[config.mk]
export PLATFORM = sky130hd
export DESIGN_NAME = sswr_supervisor
export DESIGN_NICKNAME = d
export VERILOG_FILES = /design/src/sswr_pkg.sv /design/src/sswr_supervisor.sv
export VERILOG_INCLUDE_DIRS = /design/src
export SDC_FILE = /design/constraint.sdc
export NUM_CORES = 1
export LEC_CHECK = 0
export BUFFER_PORTS_ARGS = -buffer_cell sky130_fd_sc_hd__buf_2
export CAP_MARGIN = 20
export CORE_MARGIN = 4
export CORE_UTILIZATION = 60
export DETAILED_ROUTE_END_ITERATION = 10
export GPL_ROUTABILITY_DRIVEN = 0
export PLACE_DENSITY = 0.75
export SLEW_MARGIN = 10
export SYNTH_ARGS = -nofsm -noshare
export SYNTH_HDL_FRONTEND = slang
export SYNTH_SLANG_ARGS = --single-unit
[constraint.sdc]
create_clock -name CLK_I -period 4.1 [get_ports CLK_I]
set_input_delay 0.205 -clock CLK_I [delete_from_list [all_inputs] [get_ports CLK_I]]
set_output_delay 0.205 -clock CLK_I [all_outputs]
set_load 0.03 [all_outputs]
[src/sswr_params.svh]
// Timing constants and counter width for the supply supervisor block
`ifndef SSWR_PARAMS_SVH
`define SSWR_PARAMS_SVH
// Clock period in picoseconds (25 MHz)
`define SSWR_CLK_PERIOD_PS 40000
// Reset hold delay in milliseconds
`define SSWR_HOLD_MS 180
// Hold delay in clock cycles: 180 ms at 40 ns per cycle
// Written out because the product in picoseconds overflows 32 bits
`define SSWR_HOLD_CYCLES 4500000
// Watchdog timeout in milliseconds (plain default)
`define SSWR_WDOG_MS 1600
// Watchdog timeout in clock cycles: 1600 ms at 40 ns per cycle
`define SSWR_WDOG_CYCLES 40000000
// Time base tick divider: one tick per microsecond
`define SSWR_TICK_DIV 25
// Counter width wide enough for either count in ticks or cycles
`define SSWR_CNT_W 32
`endif

[src/sswr_pkg.sv]
// Types shared by the supply supervisor block
package sswr_pkg;
  // Synchronised input flags travelling together
  typedef struct packed {
    logic undervolt;   // Supply below threshold
    logic manual_n;    // Manual reset level, low active
    logic wdog;        // Watchdog input level
  } sswr_inputs_type;
  // Reset sequencer states
  typedef enum logic [0:0] {
    SSWR_HOLD,
    SSWR_RUN
  } sswr_state_type;
endpackage

[src/sswr_supervisor.sv]
// Supply supervisor with manual reset, watchdog and reset hold delay
`include "sswr_params.svh"
`timescale 1ns/1ps
`default_nettype none
// Overview of the datapath:
// - Every pin except SRST_I passes two flip-flops before any decision reads it
// - Any present cause forces both reset outputs on the next edge
// - The hold counter restarts from zero on every cause, so a cause
//   that chatters keeps the outputs asserted for a full hold each time
// - The watchdog idle counter only runs while reset is released and
//   the host drives the pin; it saturates at the limit
// - Counting is per clock cycle; the clock is the internal time base
// Limitation: a cause shorter than one clock cycle may be missed by
// the synchronisers, which is accepted for slow analog flags
module sswr_supervisor
  import sswr_pkg::*;
#(
  parameter int HOLD_CYCLES = `SSWR_HOLD_CYCLES,  // Reset hold in cycles
  parameter int WDOG_CYCLES = `SSWR_WDOG_CYCLES   // Watchdog timeout
)
(
  input  wire logic CLK_I,            // 25 MHz clock
  input  wire logic SRST_I,           // Synchronous reset, high active
  input  wire logic UNDERVOLT_I,      // Comparator: supply below threshold
  input  wire logic MANUAL_RESET_IN_N_I, // Manual reset, low active
  input  wire logic WATCHDOG_TOGGLE_IN_I, // Watchdog toggle from host
  input  wire logic WATCHDOG_EN_I,    // High when the watchdog pin is driven
  output logic      RESET_N_O,        // Reset output, low active
  output logic      RESET_O           // Reset output, high active
);

  // Two-stage synchronisers for the asynchronous inputs
  sswr_inputs_type  sync1;            // First stage, read only by sync2
  sswr_inputs_type  sync2;            // Second stage, safe to use
  logic             wdog_prev;        // Previous synced watchdog level
  logic             wdog_en1;         // Enable sync, first stage
  logic             wdog_en2;         // Enable sync, second stage
  sswr_state_type   state;            // Hold or run
  logic [`SSWR_CNT_W-1:0] hold_cnt;   // Reset hold countdown
  logic [`SSWR_CNT_W-1:0] wdog_cnt;   // Watchdog idle counter
  logic             cause;            // A reset cause is present now
  logic             wdog_edge;        // Watchdog input changed level
  logic             wdog_expire;      // Watchdog timed out
  logic [`SSWR_CNT_W-1:0] quiet_cnt;  // Cycles with no cause present

  // Synchroniser chain; a floating watchdog is masked by the enable
  // comparator flag synchronised
  always_ff @(posedge CLK_I)
  begin
    if (SRST_I)
    begin
      sync1    <= '{undervolt: 1'b1, manual_n: 1'b1, wdog: 1'b0};
      sync2    <= '{undervolt: 1'b1, manual_n: 1'b1, wdog: 1'b0};
      wdog_en1 <= 1'b0;
      wdog_en2 <= 1'b0;
    end
    else
    begin
      sync1    <= '{undervolt: UNDERVOLT_I,
                    manual_n:  MANUAL_RESET_IN_N_I,
                    wdog:      WATCHDOG_TOGGLE_IN_I};
      sync2    <= sync1;
      wdog_en1 <= WATCHDOG_EN_I;
      wdog_en2 <= wdog_en1;
    end
  end

  // Edge detector on the synchronised watchdog level
  always_ff @(posedge CLK_I)
  begin
    if (SRST_I)
      wdog_prev <= 1'b0;
    else
      wdog_prev <= sync2.wdog;
  end

  assign wdog_edge   = (sync2.wdog != wdog_prev);
  assign wdog_expire = wdog_en2 && (wdog_cnt >= WDOG_CYCLES[`SSWR_CNT_W-1:0]);
  assign cause = sync2.undervolt || !sync2.manual_n || wdog_expire;

  // Watchdog counter; a floating pin (host duty) never times out
  always_ff @(posedge CLK_I)
  begin
    if (SRST_I)
      wdog_cnt <= '0;
    else if (state == SSWR_HOLD || !wdog_en2)
      wdog_cnt <= '0;
    else if (wdog_edge)
      wdog_cnt <= '0;
    else if (!wdog_expire)
      wdog_cnt <= wdog_cnt + 1'b1;
  end

  // Sequencer: any cause reloads the hold; release only when it expires
  always_ff @(posedge CLK_I)
  begin
    if (SRST_I)
    begin
      state    <= SSWR_HOLD;
      hold_cnt <= '0;
    end
    else
    begin
      unique case (state)
        SSWR_HOLD:
        begin
          if (cause)
            hold_cnt <= '0;
          else if (hold_cnt >= HOLD_CYCLES[`SSWR_CNT_W-1:0] - 1)
          begin
            state    <= SSWR_RUN;
            hold_cnt <= '0;
          end
          else
            hold_cnt <= hold_cnt + 1'b1;
        end
        SSWR_RUN:
        begin
          if (cause)
            state <= SSWR_HOLD;
        end
      endcase
    end
  end

  // Cycles since the last cause; an independent witness for the hold
  // hold length witness
  always_ff @(posedge CLK_I)
  begin
    if (SRST_I || cause)
      quiet_cnt <= '0;
    // Saturate so a long quiet run never wraps back to a short one
    else if (quiet_cnt != '1)
      quiet_cnt <= quiet_cnt + 1'b1;
  end

  // Outputs registered from the state; any cause also forces them on the next edge
  // high output held with low one
  // release only when the hold ends
  always_ff @(posedge CLK_I)
  begin
    if (SRST_I)
    begin
      RESET_N_O <= 1'b0;
      RESET_O   <= 1'b1;
    end
    else
    begin
      RESET_N_O <= !(cause || (state == SSWR_HOLD && !(hold_cnt >=
                     HOLD_CYCLES[`SSWR_CNT_W-1:0] - 1)));
      RESET_O   <= cause || (state == SSWR_HOLD && !(hold_cnt >=
                     HOLD_CYCLES[`SSWR_CNT_W-1:0] - 1));
    end
  end

  // Both outputs always complementary
  outs_compl_a: assert property (@(posedge CLK_I) disable iff (SRST_I)
    RESET_N_O == !RESET_O) else $error("reset outputs disagree");
  // Undervoltage asserts reset next cycle
  uv_asserts_a: assert property (@(posedge CLK_I) disable iff (SRST_I)
    sync2.undervolt |=> !RESET_N_O) else $error("undervolt no reset");
  // Manual reset asserts high output
  manual_forces_a: assert property (@(posedge CLK_I) disable iff (SRST_I)
    !sync2.manual_n |=> RESET_O) else $error("manual no reset");
  // Release only after a quiet hold period
  hold_release_a: assert property (@(posedge CLK_I) disable iff (SRST_I)
    $rose(RESET_N_O) |-> hold_cnt == '0 && state == SSWR_RUN)
    else $error("release without hold");
  // Timer is zero the cycle after any held cycle
  wdog_clear_a: assert property (@(posedge CLK_I) disable iff (SRST_I)
    state == SSWR_HOLD |=> wdog_cnt == '0)
    else $error("wdog not clear");
  // Edge restarts the timer
  wdog_edge_a: assert property (@(posedge CLK_I) disable iff (SRST_I)
    wdog_edge |=> wdog_cnt == '0) else $error("edge no restart");
  // Expiry leads to reset
  wdog_trip_a: assert property (@(posedge CLK_I) disable iff (SRST_I)
    wdog_expire |=> !RESET_N_O ##1 state == SSWR_HOLD)
    else $error("timeout no reset");
  // Cause in run moves to hold
  run_to_hold_a: assert property (@(posedge CLK_I) disable iff (SRST_I)
    state == SSWR_RUN && cause |=> state == SSWR_HOLD && hold_cnt == '0)
    else $error("no reload");
  // Release comes no sooner than a full hold after the last cause
  hold_length_a: assert property (@(posedge CLK_I) disable iff (SRST_I)
    $rose(RESET_N_O) |-> quiet_cnt >= HOLD_CYCLES[`SSWR_CNT_W-1:0] - 1)
    else $error("hold too short");
  // Any cause drives the high output next cycle
  cause_high_a: assert property (@(posedge CLK_I) disable iff (SRST_I)
    cause |=> RESET_O)
    else $error("cause no high reset");
  // Released outputs only in the run state
  run_level_a: assert property (@(posedge CLK_I) disable iff (SRST_I)
    RESET_N_O |-> state == SSWR_RUN)
    else $error("released while held");
  // A cause during the hold restarts it from zero
  hold_reload_a: assert property (@(posedge CLK_I) disable iff (SRST_I)
    state == SSWR_HOLD && cause |=> hold_cnt == '0)
    else $error("hold not restarted");
  // An unused watchdog pin keeps the timer at zero
  wdog_off_a: assert property (@(posedge CLK_I) disable iff (SRST_I)
    !wdog_en2 |=> wdog_cnt == '0)
    else $error("unused wdog counts");

endmodule // sswr_supervisor
`default_nettype wire

# Word-level counts from Yosys, hierarchy flattened
# Cells that the tools add are included.
totals:
  register_bits: 76
  in_bits: 6
  out_inout_bits: 2
  word_cells: 37
classes:
  addsub: 2
  n_lt_le_gt_ge: 2
  n_eq_ne: 1
  n_mux: 6
  n_bitwise: 1
  reduce_logical: 11
op_table:
  columns: ["op", "n"]
  rows:
  - ["$add 32x1->32 const B", 2]
  - ["$mux 32", 2]
  - ["$ge 32x23->1 const B", 1]
  - ["$ge 32x26->1 const B", 1]
  - ["$logic_not 1->1", 4]
  - ["$logic_or 1x1->1", 4]
  - ["$mux 1", 3]
  - ["$reduce_or 3->1", 1]
  - ["$logic_and 1x1->1", 2]
  - ["$pmux 1 s2", 1]
  - ["$ne 1x1->1", 1]
  - ["$not 1->1", 1]

# Logic depth before layout (Yosys ltp)
# Gate-level depths: netlist of run 1.
logic_depth:
  ltp_word: 5
  depth_mapped: 8
  ltp_nobuf: 7

# Worst setup path before layout of run 1
# No wires, ideal clock.
synth_timing:
  path_kind: "register to register"
  startpoint: "register hold_cnt[0]"
  endpoint: "register hold_cnt[17]"
  t_arrival_ns: 2.127
  required_ns: 4.038
  path_slack_ns: 1.912
  path_stages_with_launch: 9
  cell_sequence: "dfxtp_1 ha_1 and4_4 nand4b_1 a211oi_1 o2111ai_2 buf_2 or3_1 nand3_1"
synth_via:
  elab_chain_cells: 3
synth_rtl:
  columns: ["item", "line", "text"]
  rows:
  - ["start: declaration", "sswr_supervisor.sv:39", "logic [`SSWR_CNT_W-1:0] hold_cnt;"]
  - ["start signal: assignment", "sswr_supervisor.sv:115", "hold_cnt <= hold_cnt + 1'b1;"]
  - ["$add 32x1->32 or $ge 32x23->1 (tied branches)", "sswr_supervisor.sv:115, sswr_supervisor.sv:109", null]
  - ["$mux 32 (*)", "sswr_supervisor.sv:109", "else if (hold_cnt >= HOLD_CYCLES[`SSWR_CNT_W-1:0] - 1)"]
  - ["$mux 32 (*)", "sswr_supervisor.sv:107", "if (cause)"]
# Every way passes the cells marked *; elsewhere a longest branch is shown, timed or not.
# A chain may end at the register's enable or synchronous reset.

# Worst setup path in the final report of run 1
# Ends and elaborated chain as after synthesis.

==> flow_metrics.env, run 1 <==
export IMPL_status="completed"
export IMPL_yosys_area_top_type_share_pct=45.41
export IMPL_drv_cap=0
export IMPL_grt_ovfl_total=0
export IMPL_leakagePower_nw=1.172
export IMPL_final_nets=396
export IMPL_crit_buf_inv=0
export IMPL_finalClockSkew_ns=0.009757
export IMPL_std_cell_rows=26
export IMPL_design_die_area_sq_mm=0.006844
export IMPL_worstPathMaxFanout=22
export IMPL_arrival_ns=2.97
export IMPL_synth_seq_cells=76
export IMPL_path_clk_slew_ns=0.07
export IMPL_synth_most_common_cell="dfxtp_1"
export IMPL_hold_path_class="input pin to register"
export IMPL_die_h_microns=82.73
export IMPL_hold_violations=0
export IMPL_ctsResizeCount=0
export IMPL_holdBufCountCts=0
export IMPL_finalSetupViolations=0
export IMPL_yosys_cell_types_count=48
export IMPL_grt_pass1_wl_microns=11210
export IMPL_via_count=2733
export IMPL_wire_per_inst_microns=13.69
export IMPL_postCtsSetupRepairBufs=0
export IMPL_synth_nets=392
export IMPL_holdWs_ns=0.03865
export IMPL_cts_tree="done"
export IMPL_grt_max_degree=30
export IMPL_peakVddDrop_uv=239.2
export IMPL_synth_common_cells="76 x dfxtp_1, 32 x nor2_1, 29 x nand2_1, 29 x nand3_1, 21 x xor2_1"
export IMPL_timing_fmax_mhz=372.9
export IMPL_first_global_vias=2592
export IMPL_drt_iter0_drc=159
export IMPL_routed_wl_microns=6327
export IMPL_hpwl_microns=4307
export IMPL_rsz0062_at_grt="no"
export IMPL_cp_data_required_time_ns=4.38
export IMPL_synth_edf_count=0
export IMPL_vias_per_cell=5.916
export IMPL_syn_to_final_growth_pct=7.991
export IMPL_seq_area_frac_synth_pct=45.41
export IMPL_fillers=428
export IMPL_firstDrtPassIters=5
export IMPL_cts_buffers=9
export IMPL_drc=0
export IMPL_crit_family="compound AO/OA/AOI/OAI gates"
export IMPL_synth_area_top_cells="dfxtp_1 45%, xor2_1 5.5%, nand3_1 4.3%"
export IMPL_cp_end_kind="register"
export IMPL_synthFlopType="dfxtp_1"
export IMPL_worstMarginPinSlew_ns=0.9887
export IMPL_syn_inst=383
export IMPL_clk_path_buf_depth=2
export IMPL_cts_root_buf="clkbuf_8"
export IMPL_critPathMaxStageDelay_ns=0.56
export IMPL_h_tree_depth=3
export IMPL_synth_area_sq_mm=0.003351
export IMPL_final_antenna_net_count=0
export IMPL_setup_tns_ns=0
export IMPL_coreArea_sq_mm=0.005270
export IMPL_initial_utilization_pct=63.58
export IMPL_ys_warn_count=0
export IMPL_avgSynthCellArea_sq_um=8.749
export IMPL_crit_slowest_cell="o2111ai_2"
export IMPL_drv_slew=0
export IMPL_worstSkewPairLatency_ns=0.34
export IMPL_maxSlewHeadroom_pct=33.16
export IMPL_cts_sinks=76
export IMPL_diodes=0
export IMPL_min_period_ns=2.682
export IMPL_period_share_pct=65.40
export IMPL_ys_async_sr_fraction_pct=0
export IMPL_antenna_found_initial=0
export IMPL_die_w_microns=82.73
export IMPL_io_pins=8
export IMPL_start_kind="register"
export IMPL_yosysTopAreaCell="dfxtp_1"
export IMPL_drive_gt1_share_pct=8.929
export IMPL_critPathKind="register to register"
export IMPL_path_cells="ha_1, and4_4, nand4b_1, a211oi_1, o2111ai_2, or3_1, nand3_1"
export IMPL_pwr_density_cell_mw_per_mm2=363.1
export IMPL_track_usage_pct=21.15
export IMPL_io_buffers=7
flip-flops by register name, indices dropped and copies added (netlist names):
name and count:
sync2 3, state 1, RESET_O 1, sync1 3, RESET_N_O 1, wdog_prev 1
wdog_en1 1, wdog_cnt 32, hold_cnt 32, wdog_en2 1
kinds of logic (layout without fill, tap and decap cells):
kind of cell | count (synthesis) | count (layout) | synth area share, %
simple gates | 173 | 173 | 27.30
compound gates | 73 | 73 | 15.20
mux | 2 | 2 | 0.5975
xor+xnor | 26 | 26 | 6.796
flops | 76 | 76 | 45.41
fa+ha+maj | 3 | 3 | 1.120
buf+inv | 30 | 39 | 3.585
final timing paths:
kind / start / end / slack, ns / cells past startpoint
setup / recovery: hold_cnt[0] / hold_cnt[17] / 1.42 / 7
hold / removal: MANUAL_RESET_IN_N_I / sync1[1] / 0.04 / 2
setup reg to reg: hold_cnt[0] / hold_cnt[17] / 1.42 / 7
hold reg to reg: sync1[2] / sync2[2] / 0.42 / 1
routing by layer:
metal	up-vias	routed length, microns	GRT usage [%]
met2	53	3094	35.66
met3	15	259	6.725
li1	1372	-	-
met5	-	0	0
met4	0	126	8.333
met1	1293	2847	24.90
cell type report:
class | instances | area (sq um) | share of cell area [%]
clock buffer | 13 | 148.9 | 4.115
clock inverter | 3 | 46.29 | 1.279
inverter | 14 | 52.55 | 1.452
multi-input combinational | 277 | 1712 | 47.30
sequential | 76 | 1521 | 42.05
tap | 70 | 87.58 | 2.420
timing repair buffer | 9 | 50.05 | 1.383
worst reg2reg max path, cell delays in order (launching register included):
cell,delay [ns]
dfxtp_1,0.34
ha_1,0.24
and4_4,0.21
nand4b_1,0.16
a211oi_1,0.50
o2111ai_2,0.56
or3_1,0.52
nand3_1,0.09
power breakdown:
part	switching (W)	internal (W)
Clock	0.000257	0.000300
Sequential	0.00000192	0.000742
Combinational	0.00000745	0.00000596
Total	0.000266	0.00105
per-stage QoR:
step	worst slack (ns)	utilization, %	cell area, sq um	total power, W	std cells
3_5_place_dp	1.419	64.96	3423	0.0007741	446
5_1_grt	1.178	68.66	3618	0.001366	462
3_3_place_gp	1.492	64.96	3423	0.0007737	446
4_1_cts	1.402	68.66	3618	0.001327	462
2_1_floorplan	1.912	-	3351	0.0007701	383
6_report	1.418	68.66	3618	0.001314	462
cell usage in the layout, fill, tap and decap left out, types with 8 or more instances in the layout:
| cell | count |
|---|---|
| inv_1 | 14 |
| nor2_1 | 32 |
| and2_1 | 17 |
| nand2_1 | 29 |
| a21oi_1 | 14 |
| nor3_1 | 10 |
| and3_1 | 8 |
| xor2_1 | 21 |
| nand3_1 | 29 |
| clkbuf_8 | 10 |
| o21ai_0 | 19 |
| o21ai_1 | 9 |
| dfxtp_1 | 76 |
| or3_1 | 12 |
(Power assumes the default switching activity.)
==> run 2: changes to the inputs <==
--- a/config.mk
+++ b/config.mk
@@ -9,10 +9,10 @@
 export BUFFER_PORTS_ARGS = -buffer_cell sky130_fd_sc_hd__buf_2
 export CAP_MARGIN = 20
 export CORE_MARGIN = 4
-export CORE_UTILIZATION = 60
+export CORE_UTILIZATION = 55
 export DETAILED_ROUTE_END_ITERATION = 10
 export GPL_ROUTABILITY_DRIVEN = 0
-export PLACE_DENSITY = 0.75
+export PLACE_DENSITY = 0.72
 export SLEW_MARGIN = 10
 export SYNTH_ARGS = -nofsm -noshare
 export SYNTH_HDL_FRONTEND = slang
==> constraint.sdc (replaced) <==
create_clock -name CLK_I -period 2.4 [get_ports CLK_I]
set_input_delay 0.12 -clock CLK_I [delete_from_list [all_inputs] [get_ports CLK_I]]
set_output_delay 0.12 -clock CLK_I [all_outputs]
set_load 0.03 [all_outputs]
==> run 2 against run 1 <==
Clock-buffer cell count fell by 4. Clock skew is 0.0075 ns higher. Flip-flop and latch count unchanged. Wire length rose by 6.4%. Maximum frequency is 23% higher. Total power rose by 68%. Worst setup slack got worse by 1.2 ns. Register-to-register slack got worse by 1.2 ns. Largest cell class unchanged. Highest routed layer unchanged.
==> flow_metrics.env, run 2 (same netlist as run 1, synthesis figures left out) <==
export IMPL_status="completed"
export IMPL_leakagePower_nw=1.245
export IMPL_h_tree_depth=3
export IMPL_wire_per_inst_microns=13.96
export IMPL_start_kind="register"
export IMPL_routed_wl_microns=6731
export IMPL_final_antenna_net_count=0
export IMPL_pre_cts_ws_ns=0.1132
export IMPL_hold_path_class="input pin to register"
export IMPL_diodes=0
export IMPL_arrival_ns=2.46
export IMPL_fin_cells=482
export IMPL_cts_tree="done"
export IMPL_min_period_ns=2.176
export IMPL_critPathKind="register to register"
export IMPL_std_cell_rows=28
export IMPL_hold_violations=0
export IMPL_drc=0
export IMPL_drv_slew=0
export IMPL_reg2reg_from="hold_cnt[0]"
export IMPL_drive_gt1_share_pct=12.53
export IMPL_cp_end_kind="register"
export IMPL_top_regs="hold_cnt: 32 flops, wdog_cnt: 32 flops"
export IMPL_firstDrtPassIters=4
export IMPL_drt_met1_wl_microns=3239
export IMPL_pwr_density_cell_mw_per_mm2=589.1
export IMPL_finalClockSkew_ns=0.01730
export IMPL_antenna_found_initial=0
export IMPL_top_layer_used="met4"
export IMPL_syn_to_final_growth_pct=11.69
export IMPL_drt_iter0_drc=212
export IMPL_grt_max_degree=30
export IMPL_via_count=2750
export IMPL_rsz0062_at_grt="no"
export IMPL_die_h_microns=86.05
export IMPL_cts_sinks=76
export IMPL_setup_tns_ns=0
export IMPL_drv_cap=0
export IMPL_period_share_pct=90.69
export IMPL_die_w_microns=86.05
export IMPL_initial_utilization_pct=56.59
export IMPL_coreArea_sq_mm=0.005921
export IMPL_min_from="SRST_I"
export IMPL_met3_length_microns=347
export IMPL_grt_pass1_wl_microns=11880
export IMPL_finalSetupViolations=0
export IMPL_layout_common_cells="76 x dfxtp_1, 32 x nor2_1, 29 x nand3_1, 29 x nand2_1, 21 x xor2_1"
export IMPL_final_nets=411
export IMPL_design_die_area_sq_mm=0.007405
export IMPL_layout_commonest_cell="dfxtp_1"
export IMPL_wl_met2_microns=3018
export IMPL_hpwl_microns=4514
export IMPL_timing_fmax_mhz=459.5
export IMPL_peakVddDrop_uv=448.3
export IMPL_grt_ovfl_total=0
export IMPL_clk_path_buf_depth=2
export IMPL_worst_slack_ns=0.2236
export IMPL_maxSlewHeadroom_pct=63.79
export IMPL_postCtsSetupRepairBufs=0
export IMPL_io_pins=8
export IMPL_cts_root_buf="clkbuf_8"
export IMPL_first_global_vias=2575
export IMPL_track_usage_pct=20.07
export IMPL_path_clk_slew_ns=0.08
export IMPL_io_buffers=7
export IMPL_finalPower_w=0.002205
export IMPL_dp_cells=462
export IMPL_utilization_pct=63.21
export IMPL_cp_data_required_time_ns=2.68
export IMPL_crit_start="hold_cnt[0]"
export IMPL_worstSkewPairLatency_ns=0.36
export IMPL_worstMarginPinSlew_ns=0.5418
export IMPL_cts_buffers=9
export IMPL_worstPathMaxFanout=11
export IMPL_vias_per_cell=5.705
run 2: cell types whose count changed in the layout (fill, tap and decap cells not counted), sizes merged:
cell,change
buf,+11
bufinv,-1
clkbuf,-4
clkinv,+1
dlygate4sd3,+4
inv,+4
run 2: power breakdown:
| group | internal, W | leakage [nW] | switching (W) |
|---|---|---|---|
| clock | 0.000393 | 0.0925 | 0.000512 |
| combinational | 0.0000156 | 0.538 | 0.0000145 |
| sequential | 0.00127 | 0.614 | 0.00000335 |
run 2: worst paths after layout:
| kind | endpoint | slack [ns] | cells after the start |
|---|---|---|---|
| setup / recovery | hold_cnt[18] | 0.22 | 9 |
| hold / removal | wdog_en2 | 0.07 | 2 |
| setup reg to reg | hold_cnt[18] | 0.22 | 9 |
| hold reg to reg | sync2[2] | 0.42 | 1 |
run 2: what timing repair did:
| action | CTS | global route |
|---|---|---|
| setup endpoints to repair | 0 | 16 |
| endpoints found under the hold margin | 4 | 0 |
| resized for setup | 0 | 3 |
| hold buffers | 4 | 0 |
run 2: layer usage:
layer | GRT usage, % | vias to the layer above
li1 | - | 1397
met1 | 28.87 | 1276
met2 | 27.82 | 66
met3 | 4.707 | 11
met4 | 10.22 | 0
met5 | 0 | -
run 2: metrics by stage:
step / area (sq um) / hold slack [ns]
6_report: 3742 / 0.06695
5_1_grt: 3742 / 0.07062
4_1_cts: 3735 / 0.06312
3_5_place_dp: 3512 / 0.3062
3_3_place_gp: 3512 / 0.3041
2_1_floorplan: 3351 / 0.2238
run 2: area by class of cell:
cell class	count	area [sq um]
clock buffers	9	123.9
well taps	75	93.84
fillers	486	2178
flip-flops and latches	76	1521
repair buffers	24	172.7
clock inverters	7	58.81
multi-input cells	277	1719
inverters	14	52.55
run 2: worst max-delay path: stages, from the launching register on:
cell,delay [ns]
dfxtp_1,0.35
ha_1,0.24
and4_4,0.20
nand4b_1,0.18
a211oi_2,0.22
buf_4,0.15
o2111ai_2,0.12
buf_4,0.20
or3_1,0.35
o21ai_1,0.08
==> run 3: changes to the inputs <==
--- a/config.mk
+++ b/config.mk
@@ -6,13 +6,14 @@
 export SDC_FILE = /design/constraint.sdc
 export NUM_CORES = 1
 export LEC_CHECK = 0
+export ABC_AREA = 1
 export BUFFER_PORTS_ARGS = -buffer_cell sky130_fd_sc_hd__buf_2
 export CAP_MARGIN = 20
 export CORE_MARGIN = 4
-export CORE_UTILIZATION = 55
+export CORE_UTILIZATION = 57
 export DETAILED_ROUTE_END_ITERATION = 10
 export GPL_ROUTABILITY_DRIVEN = 0
-export PLACE_DENSITY = 0.72
+export PLACE_DENSITY = 0.74
 export SLEW_MARGIN = 10
 export SYNTH_ARGS = -nofsm -noshare
 export SYNTH_HDL_FRONTEND = slang
==> run 3 against run 2 <==
Worst setup slack better by 0.073 ns. Clock skew decreased by 0.010 ns. Hold slack improved by 0.028 ns. Flip-flop and latch count unchanged. Sequential share of layout area is 6.3 points lower. Die area rose by 16%. Maximum frequency rose by 3.5%. Final cell count rose by 48%. Combinational power fell by 7.0%. Register-to-register slack improved by 0.07 ns. Critical path depth up 2. Total power rose by 6.0%. Highest routed layer unchanged.
==> flow_metrics.env, run 3 <==
export IMPL_hold_violations=0
export IMPL_min_period_ns=2.103
export IMPL_firstDrtPassIters=5
export IMPL_clk_path_buf_depth=2
export IMPL_synth_area_sq_mm=0.004101
export IMPL_comb_power_share_pct=1.2
export IMPL_p_clk_share_pct=44.5
export IMPL_vias_per_cell=5.121
export IMPL_critPathKind="register to register"
export IMPL_die_h_microns=92.83
export IMPL_synth_edf_count=0
export IMPL_path_clk_slew_ns=0.09
export IMPL_drt_iter0_drc=331
export IMPL_first_global_vias=3336
export IMPL_top_regs="hold_cnt: 32 flops, wdog_cnt: 32 flops"
export IMPL_timing_fmax_mhz=475.4
export IMPL_grt_pass1_wl_microns=14560
export IMPL_design_die_area_sq_mm=0.008616
export IMPL_synthFlopType="dfxtp_1"
export IMPL_grt_max_degree=40
export IMPL_diodes=0
export IMPL_std_cell_rows=30
export IMPL_seq_power_share_pct=54.3
export IMPL_final_nets=621
export IMPL_stdcell_area_sq_mm=0.004431
export IMPL_p_switching_w=0.0005496
export IMPL_die_w_microns=92.83
export IMPL_seq_area_frac_synth_pct=37.10
export IMPL_crit_buf_inv=2
export IMPL_synth_most_common_cell="nand2_1"
export IMPL_seqCellArea_sq_mm=0.001521
export IMPL_wire_per_inst_microns=11.83
export IMPL_synth_nets=611
export IMPL_setup_tns_ns=0
export IMPL_worstPathMaxFanout=12
export IMPL_cp_end_kind="register"
export IMPL_track_usage_pct=20.71
export IMPL_synth_area_top_cells="dfxtp_1 37%, nand2_1 16%, nor2_1 8.1%"
export IMPL_synth_common_cells="180 x nand2_1, 88 x nor2_1, 76 x dfxtp_1"
export IMPL_drv_cap=0
export IMPL_yosys_cell_types_count=31
export IMPL_grt_ovfl_total=0
export IMPL_finalClockSkew_ns=0.007232
export IMPL_yosysTopAreaCell="dfxtp_1"
export IMPL_multi_input_area_sq_mm=0.002232
export IMPL_critPathMaxStageDelay_ns=0.35
export IMPL_drv_slew=0
export IMPL_cts_buffers=9
export IMPL_antenna_found_initial=0
export IMPL_path_cells="ha_1, nand2_1, nor2_2, inv_2, nand2_1, nand3_1, nand2_1, a21oi_2, nand3_2, buf_12, o21ai_1"
export IMPL_cp_data_required_time_ns=2.68
export IMPL_coreArea_sq_mm=0.006907
export IMPL_routed_wl_microns=8437
export IMPL_io_pins=8
export IMPL_hpwl_microns=6087
export IMPL_h_tree_depth=3
export IMPL_synth_seq_cells=76
export IMPL_cell_internal_pwr_w=0.001788
export IMPL_status="completed"
export IMPL_crit_path_frequent_cell="nand2_1"
export IMPL_leakagePower_nw=1.591
export IMPL_cts_sinks=76
export IMPL_syn_inst=602
export IMPL_pwr_density_cell_mw_per_mm2=527.6
export IMPL_fillers=642
export IMPL_yosys_area_top_type_share_pct=37.10
export IMPL_ys_async_sr_fraction_pct=0
export IMPL_peakVddDrop_uv=458.4
export IMPL_via_count=3651
export IMPL_rsz0062_at_grt="no"
export IMPL_hold_path_class="input pin to register"
export IMPL_placement_cell_area_sq_mm=0.004179
export IMPL_ys_warn_count=0
export IMPL_cts_tree="done"
export IMPL_start_kind="register"
export IMPL_final_antenna_net_count=0
export IMPL_finalSetupViolations=0
export IMPL_drc=0
export IMPL_initial_utilization_pct=59.38
export IMPL_worstSkewPairLatency_ns=0.35
export IMPL_avgSynthCellArea_sq_um=6.813
export IMPL_period_share_pct=87.64
export IMPL_layout_common_cells="180 x nand2_1, 88 x nor2_1, 76 x dfxtp_1"
export IMPL_syn_to_final_growth_pct=8.023
export IMPL_drive_gt1_share_pct=11.18
export IMPL_layout_commonest_cell="nand2_1"
export IMPL_worstMarginPinSlew_ns=0.8109
export IMPL_maxSlewHeadroom_pct=45.88
export IMPL_crit_family="simple AND/OR/NAND/NOR gates"
export IMPL_crit_slowest_cell="dfxtp_1"
export IMPL_arrival_ns=2.39
export IMPL_swShare_pct=23.51
export IMPL_io_buffers=7
export IMPL_cts_root_buf="clkbuf_8"
-- run 3: changes by cell type after synthesis, moves of 10 or more --
cell / delta
or3_1: -12
and2_1: -17
inv_1: +43
nand2_1: +151
a21oi_1: +20
xor2_1: +12
nor2_1: +56
o21ai_0: -10
o21ai_2: +19
-- run 3: worst paths after layout --
path	from	end	slack [ns]	depth (start not counted)
setup reg to reg	hold_cnt[0]	hold_cnt[15]	0.30	11
hold reg to reg	sync1[0]	sync2[0]	0.41	2
hold / removal	SRST_I	sync2[0]	0.1	2
setup / recovery	hold_cnt[0]	hold_cnt[15]	0.30	11
-- run 3: through the flow --
step / total power (W) / setup WS, ns / util, % / hold WS (ns) / cells
after detailed placement: 0.001323 / 0.3411 / 60.51 / 0.3075 / 693
after global routing: 0.002424 / 0.1143 / 64.15 / 0.09740 / 713
after global placement: 0.001321 / 0.4159 / 60.51 / 0.3082 / 693
final: 0.002338 / 0.2966 / 64.15 / 0.09507 / 713
after CTS: 0.002361 / 0.3054 / 64.15 / 0.08439 / 713
after floorplan: 0.001315 / 0.8457 / - / 0.2238 / 602
-- run 3: routing by layer --
layer  track usage, %  share of wire (%)
met2            32.27                 43
met4            5.250               0.96
met1            28.79                 49
met3            4.955                6.4
met5                0                  0
-- run 3: final cells by class --
cell class / count / area share [%]
Tap cell: 96 / 2.711
Timing Repair Buffer: 14 / 2.485
Clock buffer: 9 / 2.796
Multi-Input combinational cell: 449 / 50.38
Inverter: 62 / 5.309
Clock inverter: 7 / 1.977
Sequential cell: 76 / 34.34
-- run 3: cell families (layout without fill, tap and decap cells) --
kind of cell               count (synthesis)  after routing  share of synthesized area (%)
DFF                                       76             76                          37.10
and+or+nand+nor                          340            340                          34.90
buffers and inverters                     77             92                          8.481
adders and majority gates                  3              3                         0.9153
AOI/OAI and AO/OA                         65             65                          9.853
xor gates and xnor gates                  41             41                          8.755
-- run 3: what timing repair did --
action | in CTS | in global routing
buffers inserted | 0 | 0
hold buffers | 4 | 0
hold endpoints to repair | 4 | 0
gates resized for setup | 0 | 0
-- run 3: power groups by stage --
stage	Sequential [W]	Clock, W	Combinational [W]
3_3_place_gp	0.00130	0	0.0000218
6_report	0.00127	0.00104	0.0000280
5_1_grt	0.00127	0.00112	0.0000321
3_5_place_dp	0.00130	0	0.0000228
4_1_cts	0.00127	0.00106	0.0000278
2_1_floorplan	0.00130	0	0.0000156
